**config.mk**
```make
export PLATFORM = sky130hd
export DESIGN_NAME = serial_baud_break_wakeup
export DESIGN_NICKNAME = d
export VERILOG_FILES = /design/src/serial_pkg.sv /design/src/serial_baud_break_wakeup.sv
export SDC_FILE = /design/constraint.sdc
export NUM_CORES = 1
export LEC_CHECK = 0
export ABC_CLOCK_PERIOD_IN_PS = 10490
export BUFFER_PORTS_ARGS = -buffer_cell sky130_fd_sc_hd__buf_2
export CAP_MARGIN = 30
export CORE_MARGIN = 3
export CORE_UTILIZATION = 65
export CTS_CLUSTER_DIAMETER = 200
export DETAILED_ROUTE_END_ITERATION = 8
export GPL_TIMING_DRIVEN = 0
export PLACE_DENSITY = 0.8
export SYNTH_ARGS = -nofsm -noshare
export SYNTH_HDL_FRONTEND = slang
export SYNTH_SLANG_ARGS = --single-unit
```
**constraint.sdc**
```tcl
create_clock -name clk_i -period 10.49 [get_ports clk_i]
set_input_delay 0.5245 -clock clk_i [delete_from_list [all_inputs] [get_ports clk_i]]
set_output_delay 0.5245 -clock clk_i [all_outputs]
set_load 0.005 [all_outputs]
```
**src/serial_pkg.sv**
```systemverilog
// Purpose: Shared constants for the serial baud, break and wake-up block
// Assumes: 8-bit register port, word-indexed register offsets
// Notes:   Offsets are local choices; field positions follow the register layouts
package serial_pkg;

    // ************************************************************
    // Register offsets
    // ************************************************************
    localparam logic [2:0] ADDR_STATUS   = 3'h0;
    localparam logic [2:0] ADDR_DATA     = 3'h1;
    localparam logic [2:0] ADDR_CTRL_ONE = 3'h2;
    localparam logic [2:0] ADDR_CTRL_TWO = 3'h3;
    localparam logic [2:0] ADDR_BAUD     = 3'h4;
    localparam logic [2:0] ADDR_EXT_TX   = 3'h5;
    localparam logic [2:0] ADDR_EXT_RX   = 3'h6;

    // ************************************************************
    // Field positions
    // ************************************************************
    localparam int STAT_TXE     = 7;
    localparam int STAT_TXDONE  = 6;
    localparam int STAT_RXRDY   = 5;
    localparam int STAT_IDLE    = 4;
    localparam int C1_NINTH_RX  = 7;
    localparam int C1_NINTH_TX  = 6;
    localparam int C1_WORD9     = 4;
    localparam int C1_WAKE_ADDR = 3;
    localparam int C2_TXE_IE    = 7;
    localparam int C2_TXDONE_IE = 6;
    localparam int C2_RXRDY_IE  = 5;
    localparam int C2_IDLE_IE   = 4;
    localparam int C2_TX_EN     = 3;
    localparam int C2_RX_EN     = 2;
    localparam int C2_MUTE      = 1;
    localparam int C2_BREAK     = 0;
    localparam int BAUD_COARSE  = 6;
    localparam int BAUD_TX      = 3;
    localparam int BAUD_RX      = 0;

    // ************************************************************
    // Reset values and timing
    // ************************************************************
    localparam logic [7:0] RESET_BYTE = 8'h00;
    localparam int         OVERSAMPLE = 16;

endpackage : serial_pkg

```
**src/serial_baud_break_wakeup.sv**
```systemverilog
// Purpose: Serial transmitter with break, dual baud generators, mute/wake receiver
// Assumes: rx_i asynchronous to clk_i; 8-bit register port
// Notes:   Receiver samples mid-bit on the 16x tick of its own generator
//
// Functional notes
// - Send-break loads break frame of word length
// - Break frames repeat while send-break set
// - Conventional rate: clock over 16*coarse*range
// - Transmit range factor power of two
// - Receive range factor power of two
// - Extended mode divides 16x output further
// - Extended divider only when value nonzero
// - Extended rate adds extended factor per direction
// - Extended divider inactive after reset
// - Muted receiver sets no flags, no interrupts
// - Address-mark wake reports its frame; idle-line wake reports nothing
// - Empty flag set on shift load, interrupts
// - Empty cleared by status then data write
// - Done flag on data frame end, cleared
// - Idle and break frames never set done
// - Ready flag on receive, cleared by read
// - Word length 8 or 9, ninth bit separate
// - Transmit enable sends one idle frame first
`timescale 1ns/1ps

module serial_baud_break_wakeup (
    input  wire logic       clk_i,
    input  wire logic       rst_i,
    input  wire logic [2:0] addr_i,
    input  wire logic [7:0] wdata_i,
    input  wire logic       wr_i,
    input  wire logic       rd_i,
    output logic      [7:0] rdata_o,
    input  wire logic       rx_i,
    output logic            tx_o,
    output logic            irq_o
);

    typedef enum logic [1:0] {TX_IDLE, TX_SHIFT} tx_state_t;
    typedef enum logic [1:0] {FR_DATA, FR_IDLE, FR_BREAK} frame_kind_t;

    // ************************************************************
    // Registers and state
    // ************************************************************
    logic [7:0]  ctrl_one;
    logic [7:0]  ctrl_two;
    logic [7:0]  baud_rate_reg;
    logic [7:0]  ext_tx_divider;
    logic [7:0]  ext_rx_divider;
    logic [7:0]  tx_holding_buffer;
    logic        tx_holding_ninth;
    logic        holding_full;
    logic [8:0]  rx_holding_buffer;
    logic        tx_holding_empty;
    logic        tx_done_flag;
    logic        rx_ready_flag;
    logic        idle_flag;
    logic        status_seen;
    tx_state_t   tx_state;
    frame_kind_t frame_kind;
    logic [10:0] tx_shift;
    logic [3:0]  tx_bits_left;
    logic [3:0]  tx_sub;
    logic        idle_pending;
    logic        tx_en_d;

    // Decoded controls
    logic       word9;
    logic       send_break_bit;
    logic       transmit_enable_bit;
    logic       receiver_mute;
    logic [3:0] frame_bits;
    assign word9               = ctrl_one[serial_pkg::C1_WORD9];
    assign send_break_bit      = ctrl_two[serial_pkg::C2_BREAK];
    assign transmit_enable_bit = ctrl_two[serial_pkg::C2_TX_EN];
    assign receiver_mute       = ctrl_two[serial_pkg::C2_MUTE];
    assign frame_bits          = word9 ? 4'hB : 4'hA;

    // ************************************************************
    // Baud generators
    // ************************************************************
    // Coarse factor decode
    function automatic logic [3:0] coarse_of(input logic [1:0] sel);
        case (sel)
            2'h0:    coarse_of = 4'h1;
            2'h1:    coarse_of = 4'h3;
            2'h2:    coarse_of = 4'h4;
            default: coarse_of = 4'hD;
        endcase
    endfunction : coarse_of

    // Total prescale before 16x tick: coarse * range * extended
    function automatic logic [18:0] period_of(input logic [1:0] cs,
                                             input logic [2:0] rs,
                                             input logic [7:0] ext);
        logic [18:0] base;
        base = 19'({coarse_of(cs), 7'h00} >> (3'h7 - rs));
        if (ext != 8'h00) begin
            period_of = 19'(base * ext);
        end else begin
            period_of = base;
        end
    endfunction : period_of

    logic [18:0] tx_period;
    logic [18:0] rx_period;
    logic [18:0] tx_cnt;
    logic [18:0] rx_cnt;
    logic        tx_tick;
    logic        rx_tick;
    assign tx_period = period_of(baud_rate_reg[7:6], baud_rate_reg[5:3], ext_tx_divider);
    assign rx_period = period_of(baud_rate_reg[7:6], baud_rate_reg[2:0], ext_rx_divider);
    assign tx_tick   = (tx_cnt >= tx_period - 19'h1);
    assign rx_tick   = (rx_cnt >= rx_period - 19'h1);

    // Free-running counters; a shrunk period wraps at once, never a short pulse
    always_ff @(posedge clk_i or posedge rst_i) begin
        if (rst_i) begin
            tx_cnt <= 19'h0;
            rx_cnt <= 19'h0;
        end else begin
            tx_cnt <= tx_tick ? 19'h0 : tx_cnt + 19'h1;
            rx_cnt <= rx_tick ? 19'h0 : rx_cnt + 19'h1;
        end
    end

    // ************************************************************
    // Register port
    // ************************************************************
    logic write_data;
    logic read_data;
    assign write_data = wr_i && addr_i == serial_pkg::ADDR_DATA;
    assign read_data  = rd_i && addr_i == serial_pkg::ADDR_DATA;

    // Control registers; extended dividers reset to zero so they start bypassed
    always_ff @(posedge clk_i or posedge rst_i) begin
        if (rst_i) begin
            ctrl_one       <= serial_pkg::RESET_BYTE;
            ctrl_two       <= serial_pkg::RESET_BYTE;
            baud_rate_reg  <= serial_pkg::RESET_BYTE;
            ext_tx_divider <= serial_pkg::RESET_BYTE;
            ext_rx_divider <= serial_pkg::RESET_BYTE;
        end else if (wr_i) begin
            case (addr_i)
                serial_pkg::ADDR_CTRL_ONE: ctrl_one       <= wdata_i;
                serial_pkg::ADDR_CTRL_TWO: ctrl_two       <= wdata_i;
                serial_pkg::ADDR_BAUD:     baud_rate_reg  <= wdata_i;
                serial_pkg::ADDR_EXT_TX:   ext_tx_divider <= wdata_i;
                serial_pkg::ADDR_EXT_RX:   ext_rx_divider <= wdata_i;
                default: ;
            endcase
        end
    end

    // Status read arms the clear sequence; the next data access disarms it
    always_ff @(posedge clk_i or posedge rst_i) begin
        if (rst_i) begin
            status_seen <= 1'b0;
        end else if (rd_i && addr_i == serial_pkg::ADDR_STATUS) begin
            status_seen <= 1'b1;
        end else if (write_data || read_data) begin
            status_seen <= 1'b0;
        end
    end

    // Read data one cycle after the strobe; unmapped reads return zero
    always_ff @(posedge clk_i or posedge rst_i) begin
        if (rst_i) begin
            rdata_o <= 8'h00;
        end else if (rd_i) begin
            case (addr_i)
                serial_pkg::ADDR_STATUS:   rdata_o <= {tx_holding_empty, tx_done_flag,
                                                       rx_ready_flag, idle_flag, 4'h0};
                serial_pkg::ADDR_DATA:     rdata_o <= rx_holding_buffer[7:0];
                serial_pkg::ADDR_CTRL_ONE: rdata_o <= {rx_holding_buffer[8], ctrl_one[6:0]};
                serial_pkg::ADDR_CTRL_TWO: rdata_o <= ctrl_two;
                serial_pkg::ADDR_BAUD:     rdata_o <= baud_rate_reg;
                serial_pkg::ADDR_EXT_TX:   rdata_o <= ext_tx_divider;
                serial_pkg::ADDR_EXT_RX:   rdata_o <= ext_rx_divider;
                default:                   rdata_o <= 8'h00;
            endcase
        end else begin
            rdata_o <= 8'h00;
        end
    end

    // ************************************************************
    // Transmitter
    // ************************************************************
    logic tx_bit_end;
    logic frame_end;
    logic start_frame;
    logic idle_due;
    assign tx_bit_end  = tx_tick && tx_sub == 4'hF;
    assign frame_end   = tx_state == TX_SHIFT && tx_bit_end && tx_bits_left == 4'h1;
    assign start_frame = transmit_enable_bit && (tx_state == TX_IDLE || frame_end);
    assign idle_due    = idle_pending || (transmit_enable_bit && !tx_en_d);

    // Holding buffer: data write fills it and clears the empty flag
    always_ff @(posedge clk_i or posedge rst_i) begin
        if (rst_i) begin
            tx_holding_buffer <= 8'h00;
            tx_holding_ninth  <= 1'b0;
            holding_full      <= 1'b0;
        end else if (write_data && status_seen) begin
            tx_holding_buffer <= wdata_i;
            tx_holding_ninth  <= ctrl_one[serial_pkg::C1_NINTH_TX];
            holding_full      <= 1'b1;
        end else if (start_frame && !idle_due && !send_break_bit) begin
            holding_full      <= 1'b0;
        end
    end

    // Frame sequencing: idle preamble first, break while requested, then data
    always_ff @(posedge clk_i or posedge rst_i) begin
        if (rst_i) begin
            tx_state     <= TX_IDLE;
            frame_kind   <= FR_DATA;
            tx_shift     <= 11'h7FF;
            tx_bits_left <= 4'h0;
            tx_sub       <= 4'h0;
            idle_pending <= 1'b0;
            tx_en_d      <= 1'b0;
        end else begin
            tx_en_d <= transmit_enable_bit;
            if (transmit_enable_bit && !tx_en_d) begin
                idle_pending <= 1'b1;
            end
            if (tx_tick) begin
                tx_sub <= tx_sub + 4'h1;
            end
            case (tx_state)
                TX_IDLE: begin
                    tx_shift <= 11'h7FF;
                end
                TX_SHIFT: begin
                    if (tx_bit_end) begin
                        tx_shift     <= {1'b1, tx_shift[10:1]};
                        tx_bits_left <= tx_bits_left - 4'h1;
                        if (tx_bits_left == 4'h1) begin
                            tx_state <= TX_IDLE;
                        end
                    end
                end
                default: tx_state <= TX_IDLE;
            endcase
            if (start_frame && (idle_due || send_break_bit || holding_full)) begin
                tx_state     <= TX_SHIFT;
                tx_bits_left <= frame_bits;
                tx_sub       <= 4'h0;
                if (idle_due) begin
                    idle_pending <= 1'b0;
                    frame_kind   <= FR_IDLE;
                    tx_shift     <= 11'h7FF;
                end else if (send_break_bit) begin
                    frame_kind   <= FR_BREAK;
                    tx_shift     <= 11'h000;
                end else begin
                    frame_kind   <= FR_DATA;
                    tx_shift     <= word9 ? {1'b1, tx_holding_ninth, tx_holding_buffer, 1'b0}
                                          : {2'h3, tx_holding_buffer, 1'b0};
                end
            end
        end
    end

    // Line idles high; break frames hold it low including the stop slot
    assign tx_o = tx_state == TX_SHIFT ? tx_shift[0] : 1'b1;

    // Empty and done flags; hardware set wins over the software clear
    always_ff @(posedge clk_i or posedge rst_i) begin
        if (rst_i) begin
            tx_holding_empty <= 1'b1;
            tx_done_flag     <= 1'b1;
        end else begin
            if (start_frame && holding_full && !idle_due && !send_break_bit) begin
                tx_holding_empty <= 1'b1;
            end else if (write_data && status_seen) begin
                tx_holding_empty <= 1'b0;
            end
            if (frame_end && frame_kind == FR_DATA) begin
                tx_done_flag <= 1'b1;
            end else if (write_data && status_seen) begin
                tx_done_flag <= 1'b0;
            end
        end
    end

    // ************************************************************
    // Receiver
    // ************************************************************
    logic        rx_meta;
    logic        rx_sync;
    logic        rx_busy;
    logic [3:0]  rx_sub;
    logic [3:0]  rx_bit_idx;
    logic [8:0]  rx_shift;
    logic [3:0]  idle_run;
    logic        rx_done;
    logic        mute_clear;
    logic        addr_mark;

    // Two-stage synchroniser on the serial input
    always_ff @(posedge clk_i or posedge rst_i) begin
        if (rst_i) begin
            rx_meta <= 1'b1;
            rx_sync <= 1'b1;
        end else begin
            rx_meta <= rx_i;
            rx_sync <= rx_meta;
        end
    end

    assign rx_done   = rx_busy && rx_tick && rx_sub == 4'h7 && rx_bit_idx == frame_bits - 4'h1;
    assign addr_mark = word9 ? rx_shift[8] : rx_shift[7];

    // Frame capture, sampling at mid-bit; idle counts a full frame of ones
    always_ff @(posedge clk_i or posedge rst_i) begin
        if (rst_i) begin
            rx_busy    <= 1'b0;
            rx_sub     <= 4'h0;
            rx_bit_idx <= 4'h0;
            rx_shift   <= 9'h000;
            idle_run   <= 4'h0;
        end else if (!ctrl_two[serial_pkg::C2_RX_EN]) begin
            rx_busy  <= 1'b0;
            idle_run <= 4'h0;
        end else if (rx_tick) begin
            rx_sub <= rx_sub + 4'h1;
            if (!rx_busy && !rx_sync) begin
                rx_busy    <= 1'b1;
                rx_sub     <= 4'h1;
                rx_bit_idx <= 4'h0;
                idle_run   <= 4'h0;
            end else if (rx_busy && rx_sub == 4'h7) begin
                rx_bit_idx <= rx_bit_idx + 4'h1;
                if (rx_bit_idx != 4'h0 && rx_bit_idx < frame_bits - 4'h1) begin
                    rx_shift <= word9 ? {rx_sync, rx_shift[8:1]} : {1'b0, rx_sync, rx_shift[7:1]};
                end
                if (rx_done) begin
                    rx_busy <= 1'b0;
                end
            end else if (!rx_busy && rx_sub == 4'hF && idle_run != frame_bits) begin
                idle_run <= idle_run + 4'h1;
            end
        end
    end

    // Wake source: idle line or address mark in the received word
    assign mute_clear = ctrl_one[serial_pkg::C1_WAKE_ADDR] ? (rx_done && addr_mark)
                      : (!rx_busy && idle_run == frame_bits - 4'h1 && rx_tick && rx_sub == 4'hF);

    // Mute bit is a software bit; address-mark wake-up is reported by gating flags, not clearing it
    logic muted;
    always_ff @(posedge clk_i or posedge rst_i) begin
        if (rst_i) begin
            muted <= 1'b0;
        end else if (!receiver_mute) begin
            muted <= 1'b0;
        end else if (!muted && !mute_clear) begin
            muted <= 1'b1;
        end else if (mute_clear) begin
            muted <= 1'b0;
        end
    end

    // Ready and idle flags, suppressed while muted; set wins over clear
    always_ff @(posedge clk_i or posedge rst_i) begin
        if (rst_i) begin
            rx_holding_buffer <= 9'h000;
            rx_ready_flag     <= 1'b0;
            idle_flag         <= 1'b0;
        end else begin
            if (rx_done && !(muted && !mute_clear)) begin
                rx_holding_buffer <= rx_shift;
                rx_ready_flag     <= 1'b1;
            end else if (read_data && status_seen) begin
                rx_ready_flag     <= 1'b0;
            end
            if (!muted && !rx_busy && idle_run == frame_bits - 4'h1 && rx_tick
                && rx_sub == 4'hF) begin
                idle_flag <= 1'b1;
            end else if (read_data && status_seen) begin
                idle_flag <= 1'b0;
            end
        end
    end

    // Combined interrupt from the enabled flags
    assign irq_o = (tx_holding_empty && ctrl_two[serial_pkg::C2_TXE_IE])
                 || (tx_done_flag    && ctrl_two[serial_pkg::C2_TXDONE_IE])
                 || (rx_ready_flag   && ctrl_two[serial_pkg::C2_RXRDY_IE])
                 || (idle_flag       && ctrl_two[serial_pkg::C2_IDLE_IE]);

endmodule : serial_baud_break_wakeup

```
# Word level (Yosys, flattened, before mapping)
# Cells that the tools add are included.
# totals
regBits,159
word_cells,222
out_inout_bits,10
# classes
mux,58
magnitude_cmp,3
n_shift,2
bitwise_logic,1
n_mul,2
n_reduce_logical,87
addsub,12
n_eq_ne,25
# ops
operator,n
two-way mux 19 bit,4
one-hot mux 8 bit (7 select lines),1
two-way mux 4 bit,13
two-way mux 11 bit,4
logical AND 1 bit,40
"adder 19 x 1 -> 19 bit, second input constant",2
>= comparator 19 bit,2
multiplier 19 x 8 -> 19 bit,2
>> shifter 11 x 3 -> 19 bit,2
"subtractor 19 x 1 -> 19 bit, second input constant",2
two-way mux 1 bit,25
one-hot mux 11 bit (2 select lines),1
nonzero test 2 bit,10
"adder 4 x 1 -> 4 bit, second input constant",4
AND reduction 2 bit,8
nonzero test 8 bit,2
"inequality test 3 x 1 -> 1 bit, second input constant",4
one-hot mux 4 bit (3 select lines),1
AND reduction 3 bit,4
two-way mux 10 bit,1
two-way mux 2 bit,5
"== test 3 bit, second input constant",3
two-way mux 9 bit,1
"inequality test 3 bit, second input constant",3
other kinds (23),46

# Longest topological paths before layout
# logic_depth
depth_word,17
depth_mapped,34
ltp_nobuf,30

# Worst setup path before layout
# No wires, ideal clock.
# synth_path
kind,flip-flop to flip-flop
from,register baud_rate_reg[7]
to,register rx_cnt[10]
t_arrival_ns,7.802
setup_time_ns,0.132
t_required_ns,10.358
slack_ns,2.556
n_path_buf,5
path_stages_with_launch,28
cell_sequence,dfrtp_1 buf_2 buf_2 and2b_1 o41ai_1 and2_1 fa_1 fa_1 fa_1 inv_1 fa_1 inv_1 ha_1 a2111oi_2 o21ai_1 a31oi_2 mux2i_1 a2111oi_2 or3b_4 a2111oi_4 xnor2_1 ha_1 and3_1 a21o_1 clkbuf_1 buf_1 buf_1 nor2_1
# synth_between
elab_chain_len,8
# synth_rtl
item,line_no,text
"start, declared",serial_baud_break_wakeup.sv:47,logic [7:0] baud_rate_reg;
"start signal, assigned",serial_baud_break_wakeup.sv:140,baud_rate_reg <= serial_pkg::RESET_BYTE;
"start signal, assigned",serial_baud_break_wakeup.sv:147,serial_pkg::ADDR_BAUD: baud_rate_reg <= wdata_i;
"== test 2 bit, or another cell as far along",serial_baud_break_wakeup.sv:84,case (sel)
one-hot mux 4 bit (3 select lines) *,serial_baud_break_wakeup.sv:84,
>> shifter 11 x 3 -> 19 bit *,serial_baud_break_wakeup.sv:97,"base = 19'({coarse_of(cs), 7'h00} >> (3'h7 - rs));"
multiplier 19 x 8 -> 19 bit,serial_baud_break_wakeup.sv:99,period_of = 19'(base * ext);
two-way mux 19 bit *,serial_baud_break_wakeup.sv:98,if (ext != 8'h00) begin
subtractor 19 x 1 -> 19 bit *,serial_baud_break_wakeup.sv:114,assign rx_tick = (rx_cnt >= rx_period - 19'h1);
>= comparator 19 bit *,serial_baud_break_wakeup.sv:114,
two-way mux 19 bit *,serial_baud_break_wakeup.sv:123,rx_cnt <= rx_tick ? 19'h0 : rx_cnt + 19'h1;
"end signal, assigned",serial_baud_break_wakeup.sv:123,
"end, declared",serial_baud_break_wakeup.sv:108,logic [18:0] rx_cnt;
# Every way passes the cells marked *; elsewhere a longest branch is shown, timed or not.
# A chain may end at the register's enable or synchronous reset.

# Worst setup path in the final report
# layout_path
from,register baud_rate_reg[4]
to,register tx_bits_left[1]
# layout_between
elab_chain_len,14
# layout_rtl
item,line_no,text
subtractor 3 bit *,serial_baud_break_wakeup.sv:97,
>> shifter 11 x 3 -> 19 bit *,serial_baud_break_wakeup.sv:97,
multiplier 19 x 8 -> 19 bit,serial_baud_break_wakeup.sv:99,
two-way mux 19 bit *,serial_baud_break_wakeup.sv:98,
subtractor 19 x 1 -> 19 bit *,serial_baud_break_wakeup.sv:113,assign tx_tick = (tx_cnt >= tx_period - 19'h1);
>= comparator 19 bit *,serial_baud_break_wakeup.sv:113,
logical AND 1 bit *,serial_baud_break_wakeup.sv:194,assign tx_bit_end = tx_tick && tx_sub == 4'hF;
logical AND 1 bit (2 in a row),serial_baud_break_wakeup.sv:195,assign frame_end = tx_state == TX_SHIFT && tx_bit_end && tx_bits_left == 4'h1;
logical OR 1 bit,serial_baud_break_wakeup.sv:196,assign start_frame = transmit_enable_bit && (tx_state == TX_IDLE || frame_end);
logical AND 1 bit,serial_baud_break_wakeup.sv:196,
logical AND 1 bit,serial_baud_break_wakeup.sv:247,if (start_frame && (idle_due || send_break_bit || holding_full)) begin
nonzero test 2 bit (no source line),-,
AND reduction 2 bit (no source line),-,
"end signal, assigned",serial_baud_break_wakeup.sv:239,tx_bits_left <= tx_bits_left - 4'h1;
"end signal, assigned",serial_baud_break_wakeup.sv:249,tx_bits_left <= frame_bits;
"end, declared",serial_baud_break_wakeup.sv:62,logic [3:0] tx_bits_left;
# Marks and branches as above.

==> flow_summary.yaml <==
power:
  post-layout-total-power_mw: 4.36
  power-per-cell-area_mw_per_mm2: 260
  power.ir.vdd_worst_mv: 0.190
  cellLeakagePower_nw: 8.18
sta:
  drv_slew: 0
  finalHoldViolations: 0
  max_slew_margin_pct: 24.8
  fin_crit_sh_pct: 91.3
  fin_crit_ns: 9.58
  sum_neg_setup_slack_ns: 0
  layout_setup_ws_ns: 0.909
  rsz0062_at_grt: "no"
  finClkSkew_ns: 0.00836
  actual_slew_at_the_worst_max_slew_pin_ns: 1.13
  hold_slack_ns: 0.196
  fmax_mhz: 104
  timing.final.setup_violations: 0
cells_and_area:
  final_area_mm2: 0.0168
  synthToLayoutAreaGrowth_pct: 7.97
  antenna_fix_cells: 0
  fin_nets: 1970
  final_core_utilization_pct: 72.8
  final_layout_size_suffix_gt1_share_pct: 11.2
  layout.filler_cells: 1671
  reg.largest.list: "rx_cnt (19), tx_cnt (19), tx_shift (11)"
  layout.cells.non_filler: 2043
global_routing:
  grt_usage_pct: 30.0
  grt_remaining_overflow: 0
  grt_antenna_before_repair: 0
  grt_first_pass_wirelength_um: 64000
  first_global_vias: 12900
  grt_start_max_net_pins: 91
synthesis:
  syn_avg_cell_area_um2: 9.31
  synth.ff_latch_count: 158
  post-synth-top-area-fraction_pct: 23.0
  synth_top_cell_by_area: "dfrtp_1"
  ys_dominant_reg_cell: "dfrtp_1"
  synth.distinct_cells: 89
  async_reset_ff_share_pct: 100
  ys_warn_count: 0
  mappedNetlistNets: 1922
  synth_cells: 1669
  synthTopCellsByArea: "dfrtp_1 23%, fa_1 14%, ha_1 10%, mux2_2 5.2%, and2_1 4.5%"
  syn-cell-area_mm2: 0.0155
  synth-edff-count: 0
  seq_area_frac_synth_pct: 25.6
detailed_routing:
  remaining_drc_errors: 0
  antenna_violating_nets_post_route: 0
  routed.top_layer: "met4"
  drt-total-wl_um: 37700
  avgViaCountPerCell: 6.19
  met1_wirelength_um: 16000
  detailedRoute.firstPassIterationCount: 8
  met2_wirelength_um: 17700
  drt-initial-drc-count: 1043
  routed-via-count: 12600
  routed-wl-met3_um: 2660
  routed_wire_length_per_instance_um: 18.4
worst_setup_path:
  critPathMaxStageDelay_ns: 0.93
  path_common_cell: "clkbuf_1"
  crit_start: "baud_rate_reg[4]"
  worst_r2r_startpoint: "baud_rate_reg[4]"
  end_kind: "flop"
  critical_path_arrival_ns: 9.86
  crit_fanout: 10
  critical_path.startpoint_type: "flop"
  worst_ep_required_time_ns: 10.76
  critical_path_class: "flop to flop"
  critical-path-slowest-cell: "a21oi_1"
placed_design:
  dpl.cell_count: 2011
  port-buffer-count: 24
  globalplace.congestion: 0.928
  place.detailed.hpwl_um: 27600
  placedInstanceArea_mm2: 0.0161
  placement.setup.worst_slack_ns: 1.20
clock_network:
  tritoncts_clock_tree: "yes"
  cts.reportedPaths.clkPinSlew_ns: 0.06
  cts.htree.levels: 4
  cts_hold_repair.buffers: 0
  post_cts_buffers: 0
  cts_buffer_depth: 2
  clock_buffers_created_by_tritoncts: 17
  numClockSinks: 158
  clock_tree.root_cell: "clkbuf_16"
  post_cts_resize_count: 0
  later_pin_clock_latency_in_the_skew_report_ns: 0.42
floorplan:
  initial_utilization_pct: 67.4
  core_area_mm2: 0.0231
  die_y_um: 161
  die_area_mm2: 0.0258
  ios: 26
  die_width_um: 161
  fp-row-count: 55
hold_path:
  worst_hold_startpoint: "rx_i"
  hold_path.class: "primary input to flop"
outcome:
  run_status: "complete, no violations"
flow_run:
  cap_viol_max_count: 0
==> critical path, delay by kind of cell, from the launching register on <==
family,cells,cell delay [ns]
compound gates,10,3.29
flops,1,0.35
xor+xnor,1,0.18
buf+inv,7,1.69
fa+ha+maj,6,2.44
simple gates,6,1.52
==> cells by family after synthesis <==
kind of cell             Yosys count  synth area share (%)
XOR/XNOR                          94                  5.30
buffers and inverters            237                  5.89
AND/OR/NAND/NOR                  569                  19.4
AO/OA/AOI/OAI                    278                  12.6
adder cells (fa/ha/maj)          237                  24.3
flip-flops                       158                  25.6
multiplexers                      96                  6.95
==> cell type report <==
cell class              count  area [um2]  area share (%)
clock inverters            12         183            1.09
plain buffers              73         300            1.79
flip-flops and latches    158        3970            23.7
multi-input cells        1274       10700            63.6
well taps                 313         392            2.33
inverters                 164         621            3.70
repair buffers             29         173            1.03
clock buffers              20         467            2.78
==> cells in the mapped netlist, types with 17 or more instances <==
master	count
a21o_1	29
a21oi_1	63
a31oi_1	21
and2_1	113
and3_1	32
clkbuf_1	59
dfrtp_1	143
fa_1	108
ha_1	129
inv_1	163
mux2_2	72
mux2i_1	21
nand2_1	119
nand3_1	48
nand4_1	17
nor2_1	109
nor2b_1	32
nor3_1	20
o21ai_0	37
xnor2_1	42
xor2_1	52
==> report_power, final <==
| group | internal, mW | switching [mW] | leakage, nW |
|---|---|---|---|
| clock | 0.419 | 0.250 | 0.309 |
| combinational | 1.16 | 1.65 | 5.87 |
| sequential | 0.746 | 0.135 | 1.99 |
==> metal layers <==
layer / global-route usage [%] / vias to the layer above
met2: 49.0 / 494
met4: 10.5 / 0
met5: 0 / -
li1: - / 5838
met3: 5.06 / 112
met1: 40.9 / 6193
==> final timing paths <==
path | slack [ns] | depth (start not counted) | endpoint
min in group asynchronous | 0.24 | 2 | rx_sub[1]
max | 0.91 | 30 | tx_bits_left[1]
max in group asynchronous | 9.37 | 3 | tx_shift[9]
min reg2reg | 0.37 | 0 | rx_sync
min | 0.20 | 1 | rx_meta
max reg2reg | 0.91 | 30 | tx_bits_left[1]
==> placed cells by master (no fill, tap or decap), types with 15 or more instances in the layout <==
master     count
a21o_1        29
a21oi_1       63
a31oi_1       21
and2_1       113
and3_1        32
buf_2         32
clkbuf_1      59
clkbuf_16     17
dfrtp_1      143
dfstp_2       15
fa_1         108
ha_1         129
inv_1        162
mux2_2        72
mux2i_1       21
nand2_1      119
nand3_1       48
nand4_1       17
nor2_1       109
nor2b_1       32
nor3_1        20
o21ai_0       37
xnor2_1       42
xor2_1        52
(Power assumes the default switching activity.)
